===== config.mk =====
export PLATFORM = sky130hd
export DESIGN_NAME = dpio_top
export DESIGN_NICKNAME = d
export VERILOG_FILES = /design/src/verilog/dpio_pkg.sv /design/src/verilog/dpio_top.sv
export SDC_FILE = /design/constraint.sdc
export NUM_CORES = 1
export LEC_CHECK = 0
export ABC_CLOCK_PERIOD_IN_PS = 2300
export BUFFER_PORTS_ARGS = -buffer_cell sky130_fd_sc_hd__buf_2
export CAP_MARGIN = 0
export CORE_MARGIN = 4
export CORE_UTILIZATION = 47
export CTS_CLUSTER_DIAMETER = 200
export DETAILED_ROUTE_END_ITERATION = 7
export GPL_ROUTABILITY_DRIVEN = 0
export PLACE_DENSITY_LB_ADDON = 0.15
export SYNTH_ARGS = -nofsm -noshare
export SYNTH_HDL_FRONTEND = slang
export SYNTH_SLANG_ARGS = --single-unit

===== constraint.sdc =====
create_clock -name core_clk -period 2.3 [get_ports core_clk]
set_clock_uncertainty 0.1 [all_clocks]
set_input_delay 0.23 -clock core_clk [delete_from_list [all_inputs] [get_ports core_clk]]
set_output_delay 0.23 -clock core_clk [all_outputs]
set_load 0.02 [all_outputs]

===== src/verilog/dpio_pkg.sv =====
// Purpose: constants and carrier types for the dual port I/O block
// Assumes: APB slave with 32-bit data, registers in low byte of aligned words
// Notes: printed offsets are not multiples of four, so they are register indices
package dpio_pkg;

  // ----------------------------------------------------------------
  // register indices (byte address = index * 4)
  // ----------------------------------------------------------------
  localparam logic [15:0] IDX_P1_DIR   = 16'hFFC8;
  localparam logic [15:0] IDX_P2_DIR   = 16'hFFC9;
  localparam logic [15:0] IDX_P1_DATA  = 16'hFFCA;
  localparam logic [15:0] IDX_P2_DATA  = 16'hFFCB;
  localparam logic [15:0] IDX_P1_PULL  = 16'hFFDB;
  localparam int          ADDR_W       = 18;

  // ----------------------------------------------------------------
  // reset values and field masks
  // ----------------------------------------------------------------
  localparam logic [7:0]  RST_P1       = 8'hF0;
  localparam logic [7:0]  RST_P2       = 8'h80;
  localparam logic [7:0]  ALL_ONES     = 8'hFF;
  localparam logic [7:0]  P1_PIN_MASK  = 8'h0F;
  localparam logic [7:0]  P2_PIN_MASK  = 8'h39;
  localparam logic [7:0]  P2_FIXED     = 8'h80;
  localparam logic [7:0]  P2_STROBES   = 8'h38;
  localparam int          STB_WR       = 5;
  localparam int          STB_RD       = 4;
  localparam int          STB_ADDR     = 3;

  // ----------------------------------------------------------------
  // operating modes
  // ----------------------------------------------------------------
  typedef enum logic [1:0] {
    DPIO_MODE1 = 2'b01,
    DPIO_MODE2 = 2'b10,
    DPIO_MODE3 = 2'b11
  } dpio_mode_t;

  typedef struct packed {
    logic [7:0] level;
    logic [7:0] drive;
    logic [7:0] oen;
  } dpio_pins_t;

  typedef struct packed {
    logic [7:0]  p1Dir;
    logic [7:0]  p2Dir;
    logic [7:0]  p1Data;
    logic [7:0]  p2Data;
    logic [7:0]  p1Pull;
    logic        modeOne;
    logic        modeValid;
    logic [31:0] prdata;
  } dpio_state_t;

endpackage


===== src/verilog/dpio_top.sv =====
// Purpose: two small I/O ports with bus-function pins, APB register access
// Assumes: pins come from outside and are synchronised; strobes from the bus unit
// Notes: hardware standby acts like reset on registers; software standby blocks all writes
`timescale 1ns/1ps
module dpio_top (
  input  wire logic                       core_clk,
  input  wire logic                       rst_n,
  input  wire logic                       hwStandby,
  input  wire logic                       swStandby,
  input  wire logic [1:0]                 opMode,
  input  wire logic [3:0]                 addrHigh,
  input  wire logic                       writeStrobe_n,
  input  wire logic                       readStrobe_n,
  input  wire logic                       address_strobe_n,
  input  wire logic                       psel,
  input  wire logic                       penable,
  input  wire logic                       pwrite,
  input  wire logic [dpio_pkg::ADDR_W-1:0] paddr,
  input  wire logic [31:0]                pwdata,
  output logic      [31:0]                prdata,
  output logic                            pready,
  output logic                            pslverr,
  input  wire logic [7:0]                 firstPortIn,
  output logic      [7:0]                 firstPortOut,
  output logic      [7:0]                 firstPortOen,
  output logic      [3:0]                 firstPortPullup,
  input  wire logic [7:0]                 secondPortIn,
  output logic      [7:0]                 secondPortOut,
  output logic      [7:0]                 secondPortOen
);
  import dpio_pkg::*;

  // ----------------------------------------------------------------
  // reset release and pin synchronisers
  // ----------------------------------------------------------------
  logic [1:0] rstSync;
  logic       rstLocal_n;
  logic [7:0] p1Meta;
  logic [7:0] p1Pin;
  logic [7:0] p2Meta;
  logic [7:0] p2Pin;
  logic [1:0] hsbMeta;
  logic [1:0] modeMeta;
  logic [1:0] modeSync;
  logic [1:0] modeAge;
  logic       hsbSync;

  always_ff @(posedge core_clk or negedge rst_n) begin
    if (!rst_n) begin
      rstSync <= 2'b00;
    end else begin
      rstSync <= {rstSync[0], 1'b1};
    end
  end
  assign rstLocal_n = rstSync[1];

  always_ff @(posedge core_clk or negedge rstLocal_n) begin
    if (!rstLocal_n) begin
      p1Meta   <= 8'h00;
      p1Pin    <= 8'h00;
      p2Meta   <= 8'h00;
      p2Pin    <= 8'h00;
      hsbMeta  <= 2'b00;
      modeMeta <= 2'b00;
      modeSync <= 2'b00;
      modeAge  <= 2'b00;
    end else begin
      p1Meta   <= firstPortIn;
      p1Pin    <= p1Meta;
      p2Meta   <= secondPortIn;
      p2Pin    <= p2Meta;
      hsbMeta  <= {hsbMeta[0], hwStandby};
      modeMeta <= opMode;
      modeSync <= modeMeta;
      modeAge  <= {modeAge[0], 1'b1};
    end
  end
  assign hsbSync = hsbMeta[1];

  // ----------------------------------------------------------------
  // decode
  // ----------------------------------------------------------------
  function automatic logic hit(input logic [ADDR_W-1:0] a, input logic [15:0] idx);
    hit = (a == {idx, 2'b00});
  endfunction

  function automatic logic [7:0] readMerge(input logic [7:0] dir, input logic [7:0] dat,
                                           input logic [7:0] pin);
    readMerge = (dir & dat) | (~dir & pin);
  endfunction

  logic        access;
  logic        setup;
  logic        wrAcc;
  logic        rdSetup;
  logic        known;
  logic        swHold;
  dpio_state_t st;
  dpio_state_t next_st;
  logic [7:0]  rd8;

  assign access  = psel & penable;
  assign setup   = psel & ~penable;
  // swHold stops software changes too: the cpu is asleep in software standby
  assign swHold  = swStandby;
  assign wrAcc   = access & pwrite & ~swHold;
  // read data is taken in the setup cycle so that it stands through the access phase
  assign rdSetup = setup & ~pwrite;
  assign known   = hit(paddr, IDX_P1_DIR) | hit(paddr, IDX_P2_DIR) | hit(paddr, IDX_P1_DATA)
                 | hit(paddr, IDX_P2_DATA) | hit(paddr, IDX_P1_PULL);
  assign pready  = 1'b1;
  assign pslverr = access & ~known;

  // ----------------------------------------------------------------
  // state update
  // ----------------------------------------------------------------
  always_comb begin
    next_st = st;
    rd8     = 8'h00;
    // wait until the mode synchroniser has filled, else its reset value is taken
    if (!st.modeValid && modeAge[1]) begin
      next_st.modeOne   = (dpio_mode_t'(modeSync) == DPIO_MODE1);
      next_st.modeValid = 1'b1;
    end
    if (wrAcc && hit(paddr, IDX_P1_DIR)) begin
      next_st.p1Dir = pwdata[7:0];
    end
    if (wrAcc && hit(paddr, IDX_P2_DIR)) begin
      next_st.p2Dir = pwdata[7:0];
    end
    if (wrAcc && hit(paddr, IDX_P1_DATA)) begin
      next_st.p1Data = pwdata[7:0];
    end
    if (wrAcc && hit(paddr, IDX_P2_DATA)) begin
      next_st.p2Data = pwdata[7:0] | P2_FIXED;
    end
    if (wrAcc && hit(paddr, IDX_P1_PULL)) begin
      next_st.p1Pull = (pwdata[7:0] & P1_PIN_MASK) | ~P1_PIN_MASK;
    end
    if (hit(paddr, IDX_P1_DIR) || hit(paddr, IDX_P2_DIR)) begin
      rd8 = ALL_ONES;
    end else if (hit(paddr, IDX_P1_DATA)) begin
      rd8 = (st.p1Data & ~P1_PIN_MASK)
          | (readMerge(st.p1Dir, st.p1Data, p1Pin) & P1_PIN_MASK);
    end else if (hit(paddr, IDX_P2_DATA)) begin
      rd8 = (readMerge(st.p2Dir, st.p2Data, p2Pin) & P2_PIN_MASK)
          | (readMerge(st.p2Dir, st.p2Data, ALL_ONES) & ~P2_PIN_MASK)
          | P2_FIXED;
    end else if (hit(paddr, IDX_P1_PULL)) begin
      rd8 = st.p1Pull | ~P1_PIN_MASK;
    end
    next_st.prdata = rdSetup ? {24'h000000, rd8} : st.prdata;
    if (hsbSync) begin
      next_st.p1Dir  = RST_P1;
      next_st.p1Data = RST_P1;
      next_st.p1Pull = RST_P1;
      next_st.p2Dir  = RST_P2;
      next_st.p2Data = RST_P2;
    end
  end

  always_ff @(posedge core_clk or negedge rstLocal_n) begin
    if (!rstLocal_n) begin
      st <= '{p1Dir: RST_P1, p2Dir: RST_P2, p1Data: RST_P1, p2Data: RST_P2,
              p1Pull: RST_P1, modeOne: 1'b0, modeValid: 1'b0, prdata: 32'h00000000};
    end else begin
      st <= next_st;
    end
  end
  assign prdata = st.prdata;

  // ----------------------------------------------------------------
  // pin functions
  // ----------------------------------------------------------------
  // registers hold through software standby, so in modes 2 and 3 pins with direction 1
  // keep driving the same level without further logic
  logic [7:0] p1Src;
  logic [7:0] p2Strobes;
  logic [7:0] p2Force;

  // mode 1 carries the top address lines; direction must be set first
  assign p1Src = st.modeOne ? {4'h0, addrHigh} : (st.p1Data & P1_PIN_MASK);
  assign p2Strobes = {2'b00, writeStrobe_n, readStrobe_n, address_strobe_n, 3'b000};
  assign p2Force   = st.modeOne ? P2_STROBES : 8'h00;

  always_comb begin
    firstPortOut    = 8'h00;
    firstPortOen    = 8'hFF;
    firstPortPullup = 4'h0;
    secondPortOut   = 8'h00;
    secondPortOen   = 8'hFF;
    if (st.modeValid && !hsbSync) begin
      firstPortOut    = p1Src;
      firstPortOen    = ~(st.p1Dir & P1_PIN_MASK);
      firstPortPullup = st.p1Pull[3:0] & ~st.p1Dir[3:0];
      secondPortOut   = ((st.p2Data & ~p2Force) | (p2Strobes & p2Force)) & P2_PIN_MASK;
      secondPortOen   = ~(((st.p2Dir & P2_PIN_MASK) | p2Force));
    end
  end

endmodule // dpio_top


# After elaboration in Yosys (flattened, before gate mapping)
# Cells that the tools add are included.
# word_totals
register_bits	70
out_inout_bits	70
# classes
eq_ne	6
muxes	17
bitwise	34
reduce_logical	15
# ops
cell	n
== test 18 bit, second input constant	5
2-to-1 mux 8 bit	11
2-to-1 mux 36 bit	1
AND 6 bit	3
bitwise OR 6 bit	3
AND 4 bit	3
2-to-1 mux 4 bit	3
2-to-1 mux 6 bit	2
nonzero test 2 bit	5
NOT 4 bit	2
NOT 4 -> 8 bit	1
NOT 6 -> 8 bit	1
bitwise OR 8 x 4 -> 8 bit	1
AND 7 bit	1
logical AND 1 bit	7
NOT 7 bit	1
bitwise OR 6 x 7 -> 7 bit	1
bitwise OR 7 bit	1
AND 1 bit	6
NOT 6 bit	1
NOT 1 bit	4
bitwise OR 1 bit	4
bitwise OR 4 bit	1
== test 2 x 1 -> 1 bit, second input constant	1
other kinds (2)	3

# Depth between registers and ports, before layout
# logic_depth
depth_word	7
depth_mapped	6
depth_no_buf	4

# Worst setup path after synthesis
# Ideal clock, no wire load.
# synth_timing
path_type	in2reg
start	input port paddr[4] (netlist name)
end	register st[42] (netlist name)
setup_time_ps	124
arrival_ps	1991
slack_ps	86
cell_stages	5
path_buffers	1
path_cell_list	or4b_1 > or4_4 > or4_1 > buf_2 > mux2i_1
# synth_between
elab_chain_len	3
# synth_lines
item	line	text
from (decl)	dpio_top.sv:18	input wire logic [dpio_pkg::ADDR_W-1:0] paddr,
== test 18 bit	dpio_top.sv:84	hit = (a == {idx, 2'b00});
logical AND 1 bit	dpio_top.sv:134	if (wrAcc && hit(paddr, IDX_P2_DATA)) begin
nonzero test 2 bit (no source line)	--	
to (signal assigned)	dpio_top.sv:164	st <= '{p1Dir: RST_P1, p2Dir: RST_P2, p1Data: RST_P1, p2Data: RST_P2,
to (signal assigned)	dpio_top.sv:167	st <= next_st;
to (decl)	dpio_top.sv:98	dpio_state_t st;
# No other way between the ends.
# A chain may end at the register's enable or synchronous reset.

# Worst setup path after layout
# layout_timing
start	input port paddr[4] (netlist name)
end	register st[44] (netlist name)
# Same word-level chain as after synthesis.

==> flow_summary.toml <==
[run_status]
status = "finished, final reports clean"

[final_layout]
seq_area_sq_mm = 0.00166
area_delta_synth_final_pct = 18.0
layout.nets = 503
n_antenna_cell = 0
drive_gt1_share_pct = 26.3
multi_input_area_sq_mm = 0.00146
fin_area_sq_mm = 0.00404
n_fill_cell = 627

[synth]
synth_edf_count = 0
yosysSeqAreaShare_pct = 48.4
syn_area_sq_mm = 0.00342
ys_async_sr_fraction_pct = 100
ys_ff_latch = 66
ys_types = 39
yosys_warnings = 0
synth-main-ff-cell = "dfrtp_1"
synthCells = 339
avgSynthCellArea_sq_um = 10.1

[worst_setup_path]
max_stage_delay_ns = 0.68
rr_startpoint = "st[61]"
rr_endpoint = "prdata[3]"
crit_chain = "buf_2 -> or4b_1 -> or4_4 -> or4_1 -> mux2i_1"
start_kind = "primary input"
rrSetupSlack_ns = 0.95
worstSetupEndpointType = "flip-flop"
path_class = "primary input to flip-flop"
ff2ff_path_depth = 4
cp_slowest_cell = "or4_1"
cp_max_fo = 4
crit_arrival_ns = 2.21
worstPathRequired_ns = 2.41

[power_and_ir_drop]
powerDensity_mw_per_mm2 = 596
ir_worst_vdd_uv = 464
leakagePower_nw = 1.90

[timing]
fin_crit_sh_pct = 91.1
tightest_slew_ns = 0.585
relSlewSlack_pct = 61.0
rsz0062_at_grt = "false"
fmax_mhz = 477
fin_setup_tns_ns = 0
period_needed_ns = 2.10
setup_viol = 0
final_hold_viol_count = 0
slew_violations = 0

[min_path]
min_to = "st[57]"
min_path_cells = 3
hp-class = "primary input to flip-flop"
min_from = "pwdata[7]"

[clock_tree]
clock_latency_ns = 0.34
clock-sinks = 66
post_cts_buffers = 0
cts_max_level = 3
numCtsBuffers = 9
cts_root_buf = "clkbuf_8"
cts.path.max_buffers = 2
clk_pin_slew_ns = 0.07
cts_tree = "built"

[route]
num_vias = 2595
drtAntennaViolNets = 0
drtIter0Drc = 206
drt-total-wl_um = 7900
avgRoutedWirePerCell_um = 15.1
drc = 0
firstDrtPassIters = 4
vias_per_cell = 4.97

[global_route]
overflow = 0
grt_first_pass_wirelength_um = 12700
grt_pass1_vias = 2495
grt_max_degree = 48
antenna_found_initial = 0
grt_use_total_pct = 18.9

[flow_run]
maxCapViolCount = 0

[floorplan]
die_area_sq_mm = 0.00870
ios = 152
rows = 30
core-area_sq_mm = 0.00694
die_y_um = 93.3
die_w_um = 93.3
start_util_pct = 49.2

[placement]
io_buffers = 78
place_hpwl_um = 5590
placed_area_sq_mm = 0.00373
area by class of cell:
| type | count | area share [%] |
|---|---|---|
| inverter | 4 | 0.372 |
| clock buffer | 11 | 3.25 |
| timing repair buffer | 98 | 14.8 |
| sequential | 66 | 41.1 |
| tap | 96 | 2.98 |
| clock inverter | 5 | 1.33 |
| multi-input combinational | 242 | 36.2 |
cell usage after synthesis (3+ instances only):
| cell type | count | share of area, % |
|---|---|---|
| nand4b_1 | 12 | 3.1 |
| buf_4 | 49 | 11 |
| or4_1 | 3 | 0.66 |
| dfrtp_1 | 62 | 45 |
| and2_1 | 3 | 0.55 |
| inv_1 | 4 | 0.44 |
| nand3_1 | 6 | 0.88 |
| o21ai_0 | 27 | 4.0 |
| clkbuf_1 | 17 | 1.9 |
| and4b_1 | 3 | 0.88 |
| and4_1 | 3 | 0.77 |
| a21oi_1 | 15 | 2.2 |
| mux2i_1 | 29 | 8.5 |
| a21o_1 | 4 | 0.88 |
| dfstp_2 | 4 | 3.1 |
| nor2_1 | 18 | 2.0 |
| nor3b_1 | 5 | 1.1 |
| nand4_1 | 4 | 0.73 |
| nand2b_1 | 18 | 3.3 |
| nor2b_1 | 6 | 1.1 |
| nand2_1 | 19 | 2.1 |
kinds of logic (layout without fill, tap and decap cells):
kind of cell	count (synthesis)	in the layout	share of synthesized area, %
AND/OR/NAND/NOR	111	111	19.4
buffers and inverters	72	118	13.4
flip-flops	66	66	48.4
AO/OA/AOI/OAI	57	57	9.44
multiplexers	31	31	9.15
other	2	43	0.220
routing by layer:
layer | track usage (%) | vias to the layer above | wire, um
met5 | 0 | - | 0
met4 | 6.47 | 0 | 46
met3 | 5.31 | 5 | 646
met2 | 28.1 | 110 | 3630
met1 | 26.4 | 1231 | 3570
li1 | - | 1249 | -
per-stage QoR:
stage	power, mW	instances	utilization (%)	hold WS (ns)	setup slack (ns)
5_1_grt	2.52	522	58.1	0.0556	0.111
3_5_place_dp	1.47	494	53.7	-0.0824	-0.168
3_3_place_gp	1.47	494	53.7	-0.0844	-0.150
4_1_cts	2.42	522	58.1	0.0466	0.0702
2_1_floorplan	1.43	380	-	-0.166	0.0856
6_report	2.41	522	58.1	0.0516	0.205
power by group:
group | internal (mW) | switching [mW]
logic | 0.0917 | 0.172
clock network | 0.500 | 0.438
registers | 1.18 | 0.0198
sequential cells by signal (all words and copies together) (netlist names):
| register | cells |
|---|---|
| hsbMeta | 2 |
| modeAge | 2 |
| modeMeta | 2 |
| modeSync | 2 |
| p1Meta | 4 |
| p1Pin | 4 |
| p2Meta | 4 |
| p2Pin | 4 |
| prdata | 8 |
| rstSync | 2 |
| st | 32 |
layout by cell type, fill, tap and decap left out, types with 4 or more instances in the layout:
cell	n
o21ai_0	27
nand2b_1	18
buf_4	6
inv_1	4
a21oi_1	15
mux2i_1	29
dlygate4sd3_1	12
nand4b_1	12
nor3b_1	5
buf_2	78
conb_1	43
clkbuf_8	9
nand3_1	6
dfstp_2	4
nor2_1	18
nor2b_1	5
a21o_1	4
nand4_1	4
dfrtp_1	61
nand2_1	19
worst max-delay path, delay by kind of cell:
kind          cells  cell delay (ns)
buf+inv           1             0.10
mux               1             0.17
simple gates      3             1.71
how the worst max path moves through the flow:
stage | from | end | slack, ns | cells after the start
after global routing | hsbMeta[1] | firstPortPullup[1] | 0.11 | 3
after global placement | paddr[4] | st[60] | -0.15 | 5
after floorplan | paddr[4] | st[42] | 0.09 | 5
after detailed placement | paddr[4] | st[61] | -0.17 | 5
final | paddr[4] | st[44] | 0.20 | 5
after CTS | hsbMeta[1] | secondPortOut[0] | 0.07 | 5
what timing repair did:
| item | in CTS | in global routing |
|---|---|---|
| resized for setup | 0 | 1 |
| setup endpoints to repair | 0 | 3 |
| hold buffers | 12 | 0 |
| hold endpoints to repair | 13 | 0 |
No activity file was read; power rests on OpenSTA's default activity.
